===== src/verilog/prx_defs.vh =====
// register map, field layout, reset values and timing of the proximity block
`ifndef PRX_DEFS_VH
`define PRX_DEFS_VH

`define PRX_I2C_ADDR        7'h13
`define PRX_ADDR_CMD        8'h80
`define PRX_ADDR_RATE       8'h82
`define PRX_ADDR_LED        8'h83
`define PRX_ADDR_RES_HI     8'h87
`define PRX_ADDR_RES_LO     8'h88
`define PRX_ADDR_INT_CTL    8'h89
`define PRX_ADDR_THL_HI     8'h8A
`define PRX_ADDR_THL_LO     8'h8B
`define PRX_ADDR_THH_HI     8'h8C
`define PRX_ADDR_THH_LO     8'h8D
`define PRX_ADDR_INT_STAT   8'h8E

`define PRX_CMD_SELFTIMED   0
`define PRX_CMD_PROX_EN     1
`define PRX_CMD_ONDEMAND    3
`define PRX_CMD_DATA_RDY    5
`define PRX_CMD_LOCK        7

`define PRX_RATE_MSB        2
`define PRX_RATE_RESET      3'h0

`define PRX_LED_FIELD_MSB   5
`define PRX_LED_TAG_LSB     6
`define PRX_LED_RESET       6'h02
`define PRX_LED_MAX_CODE    6'h14
`define PRX_EMIT_RESET      5'h02

`define PRX_ICTL_SEL        0
`define PRX_ICTL_THR_EN     1
`define PRX_ICTL_RDY_EN     3
`define PRX_ICTL_CNT_LSB    5
`define PRX_ICTL_CNT_MSB    7
`define PRX_ICTL_RESET      8'h00

`define PRX_STAT_UPPER      0
`define PRX_STAT_LOWER      1
`define PRX_STAT_READY      2

// code 001 paces one measurement every 256 ms, each lower code doubles it
`define PRX_RATE1_PERIOD_NS 256000000
`define PRX_CLK_PERIOD_NS   10

`endif


===== src/verilog/prx_ctrl.v =====
// proximity rate, emitter drive, result and threshold interrupt control
`timescale 1ns/1ps
`default_nettype none
`include "prx_defs.vh"

module prx_ctrl
#(
	parameter [1:0]  CAL_TAG      = 2'h1, // arbitrary value
	parameter [31:0] RATE1_CYCLES =
		`PRX_RATE1_PERIOD_NS / `PRX_CLK_PERIOD_NS
)
(
	input  wire        SYS_CLK,
	input  wire        RESET,
	input  wire        SCL_IN,
	input  wire        SDA_IN,
	output wire        SDA_O,
	output wire        SDA_OE,
	output wire        INT_O,
	output wire        INT_OE,
	output reg         MEAS_START,
	input  wire        MEAS_DONE,
	input  wire [15:0] MEAS_RESULT,
	output reg  [4:0]  EMITTER_CODE
);

	wire [7:0]  bus_addr;
	wire [7:0]  bus_wdata;
	wire        bus_wr;
	wire        bus_rd;
	reg  [7:0]  bus_rdata;

	reg         selftimed_reg;
	reg         prox_en_reg;
	reg         data_rdy_reg;
	reg  [2:0]  rate_reg;
	reg  [5:0]  led_reg;
	reg  [15:0] result_reg;
	reg  [7:0]  int_ctl_reg;
	reg  [15:0] th_low_reg;
	reg  [15:0] th_high_reg;
	reg  [2:0]  status_reg;
	reg  [2:0]  status_next;
	reg         run_reg;
	reg  [31:0] timer_reg;
	reg  [7:0]  tally_reg;
	reg  [7:0]  tally_next;
	reg         ondemand_go;

	wire        run_now;
	wire [31:0] period;
	wire [7:0]  need;
	wire        above;
	wire        below;
	wire        beyond;
	wire        th_fire;
	wire [4:0]  led_clamped;
	wire [5:0]  led_lim;
	wire [7:0]  rd_addr;

	prx_i2c_slave u_i2c
	(
		.clk      (SYS_CLK),
		.rst      (RESET),
		.scl_in   (SCL_IN),
		.sda_in   (SDA_IN),
		.sda_oe   (SDA_OE),
		.reg_addr (bus_addr),
		.wr_data  (bus_wdata),
		.wr_stb   (bus_wr),
		.rd_stb   (bus_rd),
		.rd_data  (bus_rdata)
	);

	assign SDA_O  = 1'b0;
	assign INT_O  = 1'b0;
	assign INT_OE = |status_reg;

	// register read mux, unmapped addresses read zero
	always @*
	begin
		case (bus_addr)
		`PRX_ADDR_CMD:
		begin
			bus_rdata = 8'h00;
			bus_rdata[`PRX_CMD_LOCK]      = 1'b1;
			bus_rdata[`PRX_CMD_DATA_RDY]  = data_rdy_reg;
			bus_rdata[`PRX_CMD_PROX_EN]   = prox_en_reg;
			bus_rdata[`PRX_CMD_SELFTIMED] = selftimed_reg;
		end
		`PRX_ADDR_RATE:     bus_rdata = {5'h00, rate_reg};
		`PRX_ADDR_LED:      bus_rdata = {CAL_TAG, led_reg};
		`PRX_ADDR_RES_HI:   bus_rdata = result_reg[15:8];
		`PRX_ADDR_RES_LO:   bus_rdata = result_reg[7:0];
		`PRX_ADDR_INT_CTL:  bus_rdata = int_ctl_reg;
		`PRX_ADDR_THL_HI:   bus_rdata = th_low_reg[15:8];
		`PRX_ADDR_THL_LO:   bus_rdata = th_low_reg[7:0];
		`PRX_ADDR_THH_HI:   bus_rdata = th_high_reg[15:8];
		`PRX_ADDR_THH_LO:   bus_rdata = th_high_reg[7:0];
		`PRX_ADDR_INT_STAT: bus_rdata = {5'h00, status_reg};
		default:            bus_rdata = 8'h00;
		endcase
	end

	// control and threshold registers
	always @(posedge SYS_CLK or posedge RESET)
	begin
		if (RESET)
		begin
			selftimed_reg <= 1'b0;
			prox_en_reg   <= 1'b0;
			rate_reg      <= `PRX_RATE_RESET;
			led_reg       <= `PRX_LED_RESET;
			int_ctl_reg   <= `PRX_ICTL_RESET;
			th_low_reg    <= 16'h0000;
			th_high_reg   <= 16'hFFFF;
			ondemand_go   <= 1'b0;
		end
		else
		begin
			ondemand_go <= 1'b0;
			if (bus_wr)
			begin
				case (bus_addr)
				`PRX_ADDR_CMD:
				begin
					selftimed_reg <= bus_wdata[`PRX_CMD_SELFTIMED];
					prox_en_reg   <= bus_wdata[`PRX_CMD_PROX_EN];
					// on-demand only when the sequencer is off
					ondemand_go   <= bus_wdata[`PRX_CMD_ONDEMAND] &
						~selftimed_reg & ~bus_wdata[`PRX_CMD_SELFTIMED];
				end
				`PRX_ADDR_RATE:
					// rate changes are only taken while sequencer is off
					if (!selftimed_reg)
						rate_reg <= bus_wdata[`PRX_RATE_MSB:0];
				`PRX_ADDR_LED:
					led_reg <= bus_wdata[`PRX_LED_FIELD_MSB:0];
				`PRX_ADDR_INT_CTL:
					int_ctl_reg <= bus_wdata;
				`PRX_ADDR_THL_HI: th_low_reg[15:8]  <= bus_wdata;
				`PRX_ADDR_THL_LO: th_low_reg[7:0]   <= bus_wdata;
				`PRX_ADDR_THH_HI: th_high_reg[15:8] <= bus_wdata;
				`PRX_ADDR_THH_LO: th_high_reg[7:0]  <= bus_wdata;
				default:          th_low_reg        <= th_low_reg;
				endcase
			end
		end
	end

	// emitter drive: clamp, and freeze while the sequencer runs
	assign led_lim     = (led_reg > `PRX_LED_MAX_CODE) ?
		`PRX_LED_MAX_CODE : led_reg;
	assign led_clamped = led_lim[4:0];
	assign run_now = selftimed_reg & prox_en_reg;
	assign period  = (RATE1_CYCLES << 1) >> rate_reg;

	always @(posedge SYS_CLK or posedge RESET)
	begin
		if (RESET)
		begin
			run_reg      <= 1'b0;
			timer_reg    <= 32'h0000_0000;
			MEAS_START   <= 1'b0;
			EMITTER_CODE <= `PRX_EMIT_RESET;
		end
		else
		begin
			run_reg    <= run_now;
			MEAS_START <= ondemand_go;
			// new drive value is picked up on every clock while the sequencer is not running
			if (!run_reg)
				EMITTER_CODE <= led_clamped;
			if (!run_now)
				timer_reg <= 32'h0000_0000;
			else if (!run_reg || timer_reg == 32'h0000_0000)
			begin
				timer_reg  <= period - 32'h0000_0001;
				MEAS_START <= 1'b1;
			end
			else
				timer_reg <= timer_reg - 32'h0000_0001;
		end
	end

	// threshold qualification
	assign need   = 8'h01 << int_ctl_reg[`PRX_ICTL_CNT_MSB:`PRX_ICTL_CNT_LSB];
	assign above  = MEAS_RESULT > th_high_reg;
	assign below  = MEAS_RESULT < th_low_reg;
	assign beyond = ~int_ctl_reg[`PRX_ICTL_SEL] & (above | below);
	assign th_fire = MEAS_DONE & beyond &
		(tally_reg + 8'h01 >= need);

	always @*
	begin
		tally_next = tally_reg;
		if (MEAS_DONE)
		begin
			if (!beyond || th_fire)
				tally_next = 8'h00;
			else
				tally_next = tally_reg + 8'h01;
		end
	end

	// the pointer has already moved past the byte when the fetch strobe shows
	assign rd_addr = bus_addr - 8'h01;

	// sticky status: write-one clears, a same-cycle event wins
	always @*
	begin
		status_next = status_reg;
		if (bus_wr && bus_addr == `PRX_ADDR_INT_STAT)
			status_next = status_reg & ~bus_wdata[2:0];
		if (MEAS_DONE && int_ctl_reg[`PRX_ICTL_RDY_EN])
			status_next[`PRX_STAT_READY] = 1'b1;
		if (th_fire && int_ctl_reg[`PRX_ICTL_THR_EN])
		begin
			if (above)
				status_next[`PRX_STAT_UPPER] = 1'b1;
			else
				status_next[`PRX_STAT_LOWER] = 1'b1;
		end
	end

	always @(posedge SYS_CLK or posedge RESET)
	begin
		if (RESET)
		begin
			result_reg   <= 16'h0000;
			data_rdy_reg <= 1'b0;
			tally_reg    <= 8'h00;
			status_reg   <= 3'h0;
		end
		else
		begin
			tally_reg  <= tally_next;
			status_reg <= status_next;
			if (MEAS_DONE)
			begin
				result_reg   <= MEAS_RESULT;
				data_rdy_reg <= 1'b1;
			end
			else if (bus_rd && (rd_addr == `PRX_ADDR_RES_HI ||
				rd_addr == `PRX_ADDR_RES_LO))
				data_rdy_reg <= 1'b0;
		end
	end

endmodule // prx_ctrl

`default_nettype wire


===== src/verilog/prx_i2c_slave.v =====
// i2c target: byte pointer, register write strobe and read fetch strobe
`timescale 1ns/1ps
`default_nettype none
`include "prx_defs.vh"

module prx_i2c_slave
(
	input  wire       clk,
	input  wire       rst,
	input  wire       scl_in,
	input  wire       sda_in,
	output reg        sda_oe,
	output reg  [7:0] reg_addr,
	output reg  [7:0] wr_data,
	output reg        wr_stb,
	output reg        rd_stb,
	input  wire [7:0] rd_data
);

	localparam [2:0] ST_IDLE = 3'h0;
	localparam [2:0] ST_ADDR = 3'h1;
	localparam [2:0] ST_AACK = 3'h2;
	localparam [2:0] ST_WR   = 3'h3;
	localparam [2:0] ST_WACK = 3'h4;
	localparam [2:0] ST_RD   = 3'h5;
	localparam [2:0] ST_RACK = 3'h6;

	reg  [1:0] scl_sync_reg;
	reg  [1:0] sda_sync_reg;
	reg        scl_prev_reg;
	reg        sda_prev_reg;
	reg  [2:0] state_reg;
	reg  [3:0] cnt_reg;
	reg  [7:0] sr_reg;
	reg  [7:0] tx_reg;
	reg        rw_reg;
	reg        first_reg;
	reg        nack_reg;

	wire scl_s   = scl_sync_reg[1];
	wire sda_s   = sda_sync_reg[1];
	wire scl_r   = scl_s & ~scl_prev_reg;
	wire scl_f   = ~scl_s & scl_prev_reg;
	wire start_c = scl_s & scl_prev_reg & sda_prev_reg & ~sda_s;
	wire stop_c  = scl_s & scl_prev_reg & ~sda_prev_reg & sda_s;
	wire rx_st   = (state_reg == ST_ADDR) || (state_reg == ST_WR);

	always @(posedge clk or posedge rst)
	begin
		if (rst)
		begin
			scl_sync_reg <= 2'h3;
			sda_sync_reg <= 2'h3;
			scl_prev_reg <= 1'b1;
			sda_prev_reg <= 1'b1;
			state_reg    <= ST_IDLE;
			cnt_reg      <= 4'h0;
			sr_reg       <= 8'h00;
			tx_reg       <= 8'h00;
			rw_reg       <= 1'b0;
			first_reg    <= 1'b0;
			nack_reg     <= 1'b0;
			sda_oe       <= 1'b0;
			reg_addr     <= 8'h00;
			wr_data      <= 8'h00;
			wr_stb       <= 1'b0;
			rd_stb       <= 1'b0;
		end
		else
		begin
			scl_sync_reg <= {scl_sync_reg[0], scl_in};
			sda_sync_reg <= {sda_sync_reg[0], sda_in};
			scl_prev_reg <= scl_s;
			sda_prev_reg <= sda_s;
			wr_stb       <= 1'b0;
			rd_stb       <= 1'b0;
			if (start_c)
			begin
				state_reg <= ST_ADDR;
				cnt_reg   <= 4'h0;
				sda_oe    <= 1'b0;
			end
			else if (stop_c)
			begin
				state_reg <= ST_IDLE;
				sda_oe    <= 1'b0;
			end
			else if (scl_r)
			begin
				if (rx_st || state_reg == ST_RD)
					cnt_reg <= cnt_reg + 4'h1;
				if (rx_st)
					sr_reg <= {sr_reg[6:0], sda_s};
				if (state_reg == ST_RACK)
					nack_reg <= sda_s;
			end
			else if (scl_f)
			begin
				case (state_reg)
				ST_ADDR:
					if (cnt_reg == 4'h8)
					begin
						cnt_reg <= 4'h0;
						if (sr_reg[7:1] == `PRX_I2C_ADDR)
						begin
							rw_reg    <= sr_reg[0];
							sda_oe    <= 1'b1;
							state_reg <= ST_AACK;
						end
						else
							state_reg <= ST_IDLE;
					end
				ST_AACK, ST_RACK:
					if (state_reg == ST_RACK && nack_reg)
					begin
						sda_oe    <= 1'b0;
						state_reg <= ST_IDLE;
					end
					else if (rw_reg)
					begin
						// fetch at the pointer, then advance for bursts
						tx_reg    <= rd_data;
						sda_oe    <= ~rd_data[7];
						rd_stb    <= 1'b1;
						reg_addr  <= reg_addr + 8'h01;
						state_reg <= ST_RD;
					end
					else
					begin
						sda_oe    <= 1'b0;
						first_reg <= 1'b1;
						state_reg <= ST_WR;
					end
				ST_WR:
					if (cnt_reg == 4'h8)
					begin
						cnt_reg   <= 4'h0;
						sda_oe    <= 1'b1;
						state_reg <= ST_WACK;
						first_reg <= 1'b0;
						if (first_reg)
							reg_addr <= sr_reg;
						else
						begin
							wr_data <= sr_reg;
							wr_stb  <= 1'b1;
						end
					end
				ST_WACK:
				begin
					sda_oe    <= 1'b0;
					state_reg <= ST_WR;
					if (wr_stb == 1'b0 && first_reg == 1'b0)
						reg_addr <= reg_addr;
				end
				ST_RD:
					if (cnt_reg == 4'h8)
					begin
						cnt_reg   <= 4'h0;
						sda_oe    <= 1'b0;
						state_reg <= ST_RACK;
					end
					else
					begin
						tx_reg <= {tx_reg[6:0], 1'b0};
						sda_oe <= ~tx_reg[6];
					end
				default:
					sda_oe <= 1'b0;
				endcase
			end
			if (wr_stb)
				reg_addr <= reg_addr + 8'h01;
		end
	end

endmodule // prx_i2c_slave

`default_nettype wire

===== config.mk =====
export PLATFORM = sky130hd
export DESIGN_NAME = prx_ctrl
export DESIGN_NICKNAME = d
export VERILOG_FILES = /design/src/verilog/prx_ctrl.v /design/src/verilog/prx_i2c_slave.v
export VERILOG_INCLUDE_DIRS = /design/src /design/src/verilog
export SDC_FILE = /design/constraint.sdc
export NUM_CORES = 1
export LEC_CHECK = 0
export ABC_AREA = 1
export BUFFER_PORTS_ARGS = -buffer_cell sky130_fd_sc_hd__buf_2
export CAP_MARGIN = 20
export CELL_PAD_IN_SITES_DETAIL_PLACEMENT = 0
export CELL_PAD_IN_SITES_GLOBAL_PLACEMENT = 1
export CORE_MARGIN = 4
export CORE_UTILIZATION = 47
export DETAILED_ROUTE_END_ITERATION = 12
export GPL_TIMING_DRIVEN = 1
export PLACE_DENSITY_LB_ADDON = 0.1
export SYNTH_ARGS = -nofsm -noshare
export SYNTH_HDL_FRONTEND = slang
export SYNTH_SLANG_ARGS = --single-unit

===== constraint.sdc =====
create_clock -name SYS_CLK -period 6.3 [get_ports SYS_CLK]
set_input_delay 0.315 -clock SYS_CLK [delete_from_list [all_inputs] [get_ports SYS_CLK]]
set_output_delay 0.315 -clock SYS_CLK [all_outputs]
set_load 0.02 [all_outputs]

==> impl_metrics.tcl, run 1 <==
set metrics [dict create \
    met1_length_um 14160 \
    startpoint "run_reg" \
    syn_to_final_growth_pct 9.114 \
    fin_crit_ns 3.010 \
    routed-wl-met3_um 1577 \
    hold_viol_final 0 \
    ios 31 \
    critical_path.startpoint_type "register" \
    synthDominantCellAreaShare 0.3524 \
    top_layer_used "met4" \
    cp_slowest_cell "dfrtp_1" \
    finalMaxSlewViolations 0 \
    cts_hold_buf 2 \
    path_common_cell "nand2_1" \
    grt.total_usage 0.2378 \
    vias_per_cell 5.305 \
    synth_cell_types 51 \
    slew_headroom 0.2952 \
    die_h_um 156.0 \
    clk_latency_ns 0.44 \
    finalSetupViolCount 0 \
    largest_reg_flops 32 \
    synth_flop_cell "dfrtp_1" \
    cts_root_buffer "clkbuf_16" \
    whs_ns 0.07627 \
    synth_commonest_cells "353 x nand2_1, 204 x inv_1, 146 x nor2_1, 145 x dfrtp_1, 132 x o21ai_0" \
    synth-edff-count 0 \
    std_cell_rows 53 \
    max_slew.worst_pin.slew_ns 1.053 \
    wl_met2_um 11920 \
    endpoint_kind "register" \
    rsz0062_at_grt "no" \
    path_buf_inv 2 \
    start_util 0.4837 \
    drtPass1Iterations 5 \
    fin_crit_sh 0.4778 \
    hpwl_um 20390 \
    routedWlPerCell_um 16.51 \
    nets 1483 \
    cts_tree "yes" \
    hp-class "input pin to asynchronous set/reset pin" \
    post_synth.cell_area_avg_um2 7.418 \
    drtIter0Drc 748 \
    drc 0 \
    diodes 0 \
    synthArstFlopShare 1.000 \
    cts_sinks 169 \
    ys_ff_latch 169 \
    crit_arrival_ns 3.38 \
    power_density_nw_per_um2 235.3 \
    setup_tns_ns 0 \
    path_max_fanout 37 \
    grt_max_degree 96 \
    grt_pass1_vias 8588 \
    ys_seq_area_frac 0.4137 \
    cts_buffers 17 \
    grt_pass1_wl_um 46110 \
    cts_setup_buffers 0 \
    cp.required_ns 6.67 \
    port_buffers 28 \
    core-area_um2 21290 \
    status "completed" \
    synthCells 1388 \
    path_delay_family "simple AND/OR/NAND/NOR gates" \
    dieWidth_um 156.0 \
    worstPathCellList "inv_1, nor2_4, nand2_1, ha_1, nand2_1, inv_1, nand2_1, nor2_2, nand3_1, nor2_1, nand2_1, nand2_1, nor2_1" \
    synth_area_leaders "dfrtp_1 35%, nand2_1 13%, inv_1 7.4%, ha_1 6.7%, o21ai_0 6.4%" \
    max-clock-path-buffers 2 \
    clock_skew_ns 0.01627 \
    max-vdd-ir-drop_mv 0.1814 \
    syn-cell-area_um2 10300 \
    synth_warnings 0 \
    p_leak_nw 5.369 \
    drtAntennaViolNets 0 \
    critPathKind "register to register" \
    grt-ovfl-total 0 \
    max_cap_viol_count 0 \
    cts_resized 0 \
    critPathMaxStageDelay_ns 0.75 \
    route.vias.total 8992 \
    drive_gt1_frac 0.09507 \
    synth_top_cell_by_area "dfrtp_1" \
    yosysMostFrequentCell "nand2_1" \
    r2r_start "run_reg" \
    routabilityCongestion 0.8750 \
    drt_wl_total_um 27980 \
    die_area_um2 24340 \
    antenna_found_initial 0 \
    cts_max_level 4 \
    clock.fmax_mhz 332.2 \
    clkTransAtPathRegs_ns 0.07 \
]
## final cells by class
class	count	area [um^2]
fillers	2140	10050
multi-input cells	977	5079
flip-flops and latches	169	4259
inverters	210	793.3
clock buffers	18	429.2
well taps	275	344.1
repair buffers	32	175.2
clock inverters	14	155.1
## kinds of logic after synthesis
logic type / synth area share
AND/OR/NAND/NOR: 0.2723
AO/OA/AOI/OAI: 0.1447
buffers and inverters: 0.09345
flip-flops: 0.4137
adder cells (fa/ha/maj): 0.06684
XOR/XNOR: 0.007656
other: 0.0003642
multiplexers: 0.0009722
## metrics by stage
stage          instance area [um^2]  total power [W]  cells  setup slack, ns  utilization
6_report                      11230         0.002644   1695            3.290       0.5278
5_1_grt                       11230         0.002782   1695            2.939       0.5278
4_1_cts                       11230         0.002669   1695            3.287       0.5278
3_5_place_dp                  10630         0.001602   1661            3.305       0.4994
3_3_place_gp                  10630         0.001594   1661            3.299       0.4994
2_1_floorplan                 10300         0.001488   1389            1.450            -
## cell usage in the layout, fill, tap and decap left out, types with 2 or more instances in the layout
| cell | Yosys | layout |
|---|---|---|
| a211oi_1 | 4 | 4 |
| a21oi_1 | 65 | 65 |
| a221oi_1 | 10 | 10 |
| a22oi_1 | 2 | 2 |
| and3_1 | 2 | 2 |
| buf_2 | 1 | 28 |
| buf_4 | 2 | 2 |
| clkbuf_16 | 0 | 17 |
| clkinv_1 | 4 | 4 |
| clkinvlp_4 | 0 | 3 |
| conb_1 | 1 | 2 |
| dfrtp_1 | 145 | 145 |
| dfstp_2 | 24 | 24 |
| dlygate4sd3_1 | 0 | 2 |
| ha_1 | 55 | 55 |
| inv_1 | 204 | 203 |
| inv_2 | 2 | 2 |
| inv_6 | 0 | 6 |
| inv_8 | 0 | 3 |
| nand2_1 | 353 | 353 |
| nand2_2 | 12 | 12 |
| nand2_4 | 9 | 9 |
| nand3_1 | 67 | 67 |
| nand4_1 | 17 | 17 |
| nor2_1 | 146 | 146 |
| nor2_2 | 11 | 11 |
| nor2_4 | 7 | 7 |
| nor3_1 | 11 | 11 |
| nor3_2 | 3 | 3 |
| nor4_1 | 3 | 3 |
| o2111ai_1 | 3 | 3 |
| o211ai_1 | 8 | 8 |
| o21a_1 | 2 | 2 |
| o21ai_0 | 132 | 132 |
| o21bai_1 | 2 | 2 |
| o221ai_1 | 2 | 2 |
| o22ai_1 | 18 | 18 |
| o31ai_1 | 6 | 6 |
| o41ai_1 | 4 | 4 |
| xor2_1 | 8 | 8 |
## report_power, final
part	total [W]	internal [W]	switching (W)
clock	0.00106	0.000563	0.000501
sequential	0.00121	0.00116	0.0000597
combinational	0.000365	0.000123	0.000242
## routing by layer
layer	vias to the layer above	global-route usage
li1	4531	-
met1	4202	0.3719
met2	231	0.3461
met3	28	0.03773
met4	0	0.05169
met5	-	0
## worst paths after layout
check,cells past startpoint,end,slack (ns)
max,13,timer_reg[24],3.29
min,2,result_reg[10],0.08
max reg2reg,13,timer_reg[24],3.29
min reg2reg,0,u_i2c.scl_sync_reg[1],0.36
max in group asynchronous,3,status_reg[1],4.69
min in group SYS_CLK,3,result_reg[0],0.12
Note: power is estimated with default switching activity, not from simulation.
==> inputs of run 2 (changes only) <==
--- a/config.mk
+++ b/config.mk
@@ -6,13 +6,13 @@
 export SDC_FILE = /design/constraint.sdc
 export NUM_CORES = 1
 export LEC_CHECK = 0
-export ABC_AREA = 1
+export ABC_AREA = 0
 export BUFFER_PORTS_ARGS = -buffer_cell sky130_fd_sc_hd__buf_2
 export CAP_MARGIN = 20
 export CELL_PAD_IN_SITES_DETAIL_PLACEMENT = 0
 export CELL_PAD_IN_SITES_GLOBAL_PLACEMENT = 1
 export CORE_MARGIN = 4
-export CORE_UTILIZATION = 47
+export CORE_UTILIZATION = 45
 export DETAILED_ROUTE_END_ITERATION = 12
 export GPL_TIMING_DRIVEN = 1
 export PLACE_DENSITY_LB_ADDON = 0.1
==> constraint.sdc (replaced) <==
create_clock -name SYS_CLK -period 2.7 [get_ports SYS_CLK]
set_input_delay 0.135 -clock SYS_CLK [delete_from_list [all_inputs] [get_ports SYS_CLK]]
set_output_delay 0.135 -clock SYS_CLK [all_outputs]
set_load 0.02 [all_outputs]
==> run 2 against run 1 <==
Against the previous run:
- the run now ends with setup timing left
- clock power is 130% higher
- area after synthesis shrank 4.8%
- total power is 110% higher
- routed wire length decreased by 4.8%
- sequential share of layout area decreased by 3.2 points
- critical endpoint is now timer_reg[19]
- largest power group unchanged
==> impl_metrics.tcl, run 2 <==
set metrics [dict create \
    die_area_um2 24210 \
    max-clock-path-buffers 2 \
    synthCells 1016 \
    finalWorstSetupSlack_ns -0.1715 \
    drt_wl_total_um 26640 \
    synth_flop_cell "dfrtp_1" \
    status "finished with violations" \
    routabilityCongestion 0.8683 \
    path_max_fanout 5 \
    clk_latency_ns 0.43 \
    largest_reg_flops 32 \
    nets 1232 \
    clock.fmax_mhz 348.2 \
    place_inst 1374 \
    synth_top_cell_by_area "dfrtp_1" \
    cp_slowest_cell "or4b_4" \
    grt_pass1_vias 8298 \
    grt.total_usage 0.2281 \
    p_leak_nw 5.526 \
    cts_tree "yes" \
    hpwl_um 19160 \
    drtIter0Drc 452 \
    hp-class "input pin to register" \
    yosysMostFrequentCell "dfrtp_1" \
    synth_warnings 0 \
    power_density_nw_per_um2 462.5 \
    finalSetupViolCount 19 \
    worstPathCellList "or4_4, or4b_4, o31ai_4, buf_6, buf_4, a31oi_1, nor4_4, xor2_1, nor2_1" \
    mostFrequentLayoutCells "145 x dfrtp_1, 100 x buf_4, 83 x mux2_2, 82 x nor2_1, 75 x nand2_1" \
    drive_gt1_frac 0.3114 \
    slew_headroom 0.4646 \
    synthDominantCellAreaShare 0.3701 \
    synth_cell_types 70 \
    grt-ovfl-total 0 \
    diodes 0 \
    routedWlPerCell_um 18.45 \
    vias_per_cell 5.629 \
    max_cap_viol_count 0 \
    final_common_cell "dfrtp_1" \
    syn-cell-area_um2 9804 \
    post_synth.cell_area_avg_um2 9.650 \
    grt_max_degree 110 \
    start_util 0.4620 \
    synth_area_leaders "dfrtp_1 37%, mux2_2 9.5%, ha_1 7.0%, dfstp_2 6.4%, a21oi_1 3.8%" \
    port_buffers 28 \
    rsz0062_at_grt "yes" \
    cts_buffers 17 \
    grt_pass1_wl_um 44220 \
    ys_seq_area_frac 0.4344 \
    hold_viol_final 0 \
    cts_max_level 4 \
    drc 0 \
    finalMaxSlewViolations 0 \
    cts_sinks 169 \
    critical_path.startpoint_type "register" \
    max-vdd-ir-drop_mv 0.4441 \
    ys_ff_latch 169 \
    endpoint_kind "register" \
    synth-edff-count 0 \
    fin_cells 1444 \
    path_buf_inv 2 \
    antenna_found_initial 0 \
    fin_crit_ns 2.872 \
    clkTransAtPathRegs_ns 0.07 \
    fin_crit_sh 1.064 \
    syn_to_final_growth_pct 25.01 \
    dieWidth_um 155.6 \
    critPathKind "register to register" \
    core-area_um2 21220 \
    cts_root_buffer "clkbuf_16" \
    cp.required_ns 3.01 \
    ios 31 \
    synth_commonest_cells "145 x dfrtp_1, 96 x nor2_1, 83 x mux2_2, 80 x nand2_1, 74 x a21oi_1" \
    path_delay_family "simple AND/OR/NAND/NOR gates" \
    setup_tns_ns -1.987 \
    synthArstFlopShare 1.000 \
    violations "setup timing" \
    critPathMaxStageDelay_ns 0.59 \
    clock_skew_ns 0.01337 \
    die_h_um 155.6 \
    std_cell_rows 53 \
    route.vias.total 8128 \
    whs_ns 0.03471 \
    max_slew.worst_pin.slew_ns 0.8031 \
    drtPass1Iterations 5 \
    drtAntennaViolNets 0 \
    crit_arrival_ns 3.18 \
]
[run 2: what timing repair did]
item | 4_1_cts | 5_1_grt
hold endpoints to repair | 114 | 0
pin swaps | 19 | 38
hold buffers | 18 | 0
setup endpoints to repair | 30 | 44
resized for setup | 43 | 57
buffers inserted | 6 | 14
[run 2: cell families (layout without fill, tap and decap cells)]
family,Yosys count,after routing,share of synthesized area
and+or+nand+nor,335,335,0.1706
AOI/OAI and AO/OA,226,226,0.1465
DFF,169,169,0.4344
buffers and inverters,102,254,0.04084
muxes,95,95,0.1076
adders and majority gates,55,55,0.07019
xor gates and xnor gates,33,33,0.02948
other,1,2,0.0003825
[run 2: path summary, 6_finish.rpt]
kind / start / end / slack [ns] / cells past startpoint
max: timer_reg[30] / timer_reg[19] / -0.17 / 9
min: MEAS_RESULT[15] / result_reg[15] / 0.03 / 2
max reg2reg: timer_reg[30] / timer_reg[19] / -0.17 / 9
min reg2reg: u_i2c.sda_sync_reg[0] / u_i2c.sda_sync_reg[1] / 0.36 / 0
max in group asynchronous: RESET / int_ctl_reg[5] / 1.61 / 4
min in group asynchronous: RESET / result_reg[1] / 0.39 / 4
[run 2: final cells by class]
cell class	count	area [um^2]
Tap cell	275	344.1
Clock inverter	14	122.6
Sequential cell	169	4259
Inverter	55	210.2
Fill cell	1933	8964
Clock buffer	18	439.2
Multi-Input combinational cell	746	5535
Timing Repair Buffer	167	1346
[run 2: layer usage]
metal,global-route usage,up-vias,routed length [um]
met5,0,-,0
met4,0.04210,0,211
met3,0.03939,18,703
met2,0.3676,99,12670
met1,0.3286,4052,13060
li1,-,3959,-
[run 2: where the power goes]
group | leakage (nW) | switching (W) | internal, W
clock | 0.282 | 0.00109 | 0.00130
sequential | 2.23 | 0.0000804 | 0.00261
combinational | 3.02 | 0.000315 | 0.000275
total | 5.53 | 0.00148 | 0.00418
[run 2: through the flow]
| step | cell area [um^2] | utilization | setup slack, ns | total power (W) |
|---|---|---|---|---|
| finish | 12260 | 0.5776 | -0.1715 | 0.005668 |
| global route | 12260 | 0.5776 | -0.2924 | 0.005924 |
| CTS | 11880 | 0.5600 | -0.1803 | 0.005695 |
| detailed placement | 10890 | 0.5134 | -0.1922 | 0.003270 |
| global placement | 10890 | 0.5134 | -0.1485 | 0.003265 |
| floorplan | 9841 | - | -0.1048 | 0.003063 |
==> inputs of run 3 (changes only) <==
--- a/config.mk
+++ b/config.mk
@@ -7,13 +7,13 @@
 export NUM_CORES = 1
 export LEC_CHECK = 0
 export ABC_AREA = 0
-export BUFFER_PORTS_ARGS = -buffer_cell sky130_fd_sc_hd__buf_2
 export CAP_MARGIN = 20
 export CELL_PAD_IN_SITES_DETAIL_PLACEMENT = 0
 export CELL_PAD_IN_SITES_GLOBAL_PLACEMENT = 1
 export CORE_MARGIN = 4
-export CORE_UTILIZATION = 45
+export CORE_UTILIZATION = 46
 export DETAILED_ROUTE_END_ITERATION = 12
+export DONT_BUFFER_PORTS = 1
 export GPL_TIMING_DRIVEN = 1
 export PLACE_DENSITY_LB_ADDON = 0.1
 export SYNTH_ARGS = -nofsm -noshare
==> run 3 against run 2 <==
Against the previous run:
- the flow still finishes with violations (setup timing)
- clock power grew 6%
- fmax grew 0.65%
- highest routed layer unchanged
- via count shrank 0.81%
- total power grew 2.9%
- sequential power is essentially flat
- non-clock buffer count shrank 33
- clock skew grew 0.0038 ns
- routed wire length grew 0.73%
- setup slack gained 0.019 ns
- global-route usage shrank 0.21 points
- critical path type unchanged
- final cell count shrank 2.3%
- sequential share of layout area grew 0.59 points
==> impl_metrics.tcl, run 3 (synthesis gave the netlist of run 2 again) <==
set metrics [dict create \
    status "finished with violations" \
    violations "setup timing" \
    cts_buffers 17 \
    finalSetupViolCount 18 \
    worstPathCellList "or4_4, or4b_4, o31ai_4, buf_6, mux2i_4, buf_6, nor2_4, nand2_1, xor2_1, o22ai_1" \
    antenna_found_initial 0 \
    start_util 0.4664 \
    path_buf_inv 2 \
    routabilityCongestion 0.8337 \
    hp-start "MEAS_DONE" \
    std_cell_rows 53 \
    r2r_start "timer_reg[30]" \
    drtPass1Iterations 5 \
    r2r_end "timer_reg[21]" \
    grt_use_met3 0.04841 \
    power_density_nw_per_um2 483.9 \
    power_w 0.005833 \
    hold_path_depth 3 \
    mostFrequentLayoutCells "145 x dfrtp_1, 100 x buf_4, 90 x nor2_1, 83 x mux2_2, 77 x nand2_1" \
    max_slew.worst_pin.slew_ns 0.7334 \
    fin_crit_ns 2.853 \
    clkTransAtPathRegs_ns 0.07 \
    die_area_um2 23710 \
    nets 1199 \
    cp_slowest_cell "or4b_4" \
    route.vias.total 8062 \
    routedWlPerCell_um 19.02 \
    finalWorstSetupSlack_ns -0.1529 \
    endpoint_kind "register" \
    diodes 0 \
    drive_gt1_frac 0.2790 \
    path_delay_family "simple AND/OR/NAND/NOR gates" \
    drt_wl_total_um 26830 \
    path_common_cell "buf_6" \
    cts_max_level 4 \
    p_leak_nw 5.393 \
    dieWidth_um 154.0 \
    cts_root_buffer "clkbuf_16" \
    power.internal_w 0.004331 \
    largest_reg_flops 32 \
    hold_viol_final 0 \
    max_cap_viol_count 0 \
    grt.total_usage 0.2260 \
    cp.required_ns 3.00 \
    ios 31 \
    holdPathEnd "tally_reg[2]" \
    critical_path.startpoint_type "register" \
    cts_tree "yes" \
    grt_pass1_vias 7962 \
    critPathKind "register to register" \
    drc 0 \
    final_core_util 0.5734 \
    vias_per_cell 5.714 \
    fin_crit_sh 1.057 \
    p_sw_frac 0.2574 \
    core-area_um2 21020 \
    power_frac_comb 0.103 \
    hp-class "input pin to register" \
    port_buffers 0 \
    use_met1 0.3233 \
    rsz0062_at_grt "yes" \
    globalRoute.busiestLayer "met2" \
    pwr-share-seq 0.461 \
    p_clk_frac 0.436 \
    drtIter0Drc 593 \
    p_switching_w 0.001501 \
    final_common_cell "dfrtp_1" \
    finalMaxSlewViolations 0 \
    dp_slack_ns -0.1904 \
    r2r_cells 10 \
    crit_arrival_ns 3.16 \
    path_max_fanout 4 \
    met2_usage 0.3534 \
    cts_sinks 169 \
    syn_to_final_growth_pct 22.93 \
    slew_headroom 0.5110 \
    clock.fmax_mhz 350.5 \
    critPathMaxStageDelay_ns 0.60 \
    r2r_slack_ns -0.15 \
    die_h_um 154.0 \
    max-clock-path-buffers 2 \
    final.fill_count 1842 \
    hpwl_um 18850 \
    clk_latency_ns 0.43 \
    grt_pass1_wl_um 43150 \
    place_inst 1343 \
    drtAntennaViolNets 0 \
    fin_cells 1411 \
    clock_skew_ns 0.01714 \
    max-vdd-ir-drop_mv 0.3965 \
    grt_max_degree 129 \
    grt-ovfl-total 0 \
]
[run 3: cell types whose count changed in the layout (fill, tap and decap cells not counted), sizes merged]
cell         delta
clkbuf          +1
inv             +2
bufinv          +1
dlygate4sd3     +1
buf            -34
clkinv          -4
[run 3: worst max-delay path by stage]
stage / slack (ns) / to / from / depth (start not counted)
after floorplan: -0.10 / timer_reg[19] / timer_reg[29] / 9
after global placement: -0.14 / timer_reg[30] / timer_reg[30] / 8
after detailed placement: -0.19 / timer_reg[21] / timer_reg[30] / 10
after CTS: -0.12 / timer_reg[21] / timer_reg[30] / 10
after global routing: -0.27 / timer_reg[19] / timer_reg[30] / 10
final: -0.15 / timer_reg[21] / timer_reg[30] / 10
[run 3: area by class of cell]
class / instances / area (um^2) / area share
tap: 275 / 344.1 / 0.02855
multi-input combinational: 746 / 5500 / 0.4563
timing repair buffer: 134 / 1135 / 0.09416
inverter: 55 / 210.2 / 0.01744
clock buffer: 19 / 442.9 / 0.03675
clock inverter: 13 / 161.4 / 0.01339
sequential: 169 / 4259 / 0.3534
[run 3: power groups by stage]
stage               clock network (W)  logic (W)  registers [W]
global placement                    0   0.000484        0.00274
floorplan                           0   0.000358        0.00271
CTS                           0.00259   0.000526        0.00269
finish                        0.00254   0.000601        0.00269
detailed placement                  0   0.000486        0.00274
global route                  0.00270   0.000692        0.00270
[run 3: repair_timing]
| action | in CTS | in global routing |
|---|---|---|
| resized for setup | 37 | 46 |
| hold endpoints to repair | 173 | 0 |
| hold buffers | 20 | 0 |
| setup endpoints to repair | 30 | 34 |
| buffers inserted | 8 | 9 |
| pin swaps | 15 | 21 |
[run 3: metrics by stage]
stage          area, um^2  setup TNS [ns]  hold WS (ns)
2_1_floorplan        9841         -0.2772        0.1395
3_3_place_gp        10720          -1.647        0.1395
3_5_place_dp        10720          -2.569        0.1395
4_1_cts             11760          -1.089     0.0006175
5_1_grt             12050          -3.834       0.02813
6_report            12050          -1.517       0.02049
[run 3: worst reg2reg max path, delay by kind of cell, from the launching register on]
family | cells | cell delay [ns]
buffers and inverters | 2 | 0.32
DFF | 1 | 0.39
xor gates and xnor gates | 1 | 0.18
AOI/OAI and AO/OA | 2 | 0.34
muxes | 1 | 0.29
and+or+nand+nor | 4 | 1.23
[run 3: metal layers]
layer / part of all wire / wire length (um)
met1: 0.48 / 12860
met2: 0.46 / 12450
met3: 0.044 / 1171
met4: 0.013 / 348
met5: 0 / 0
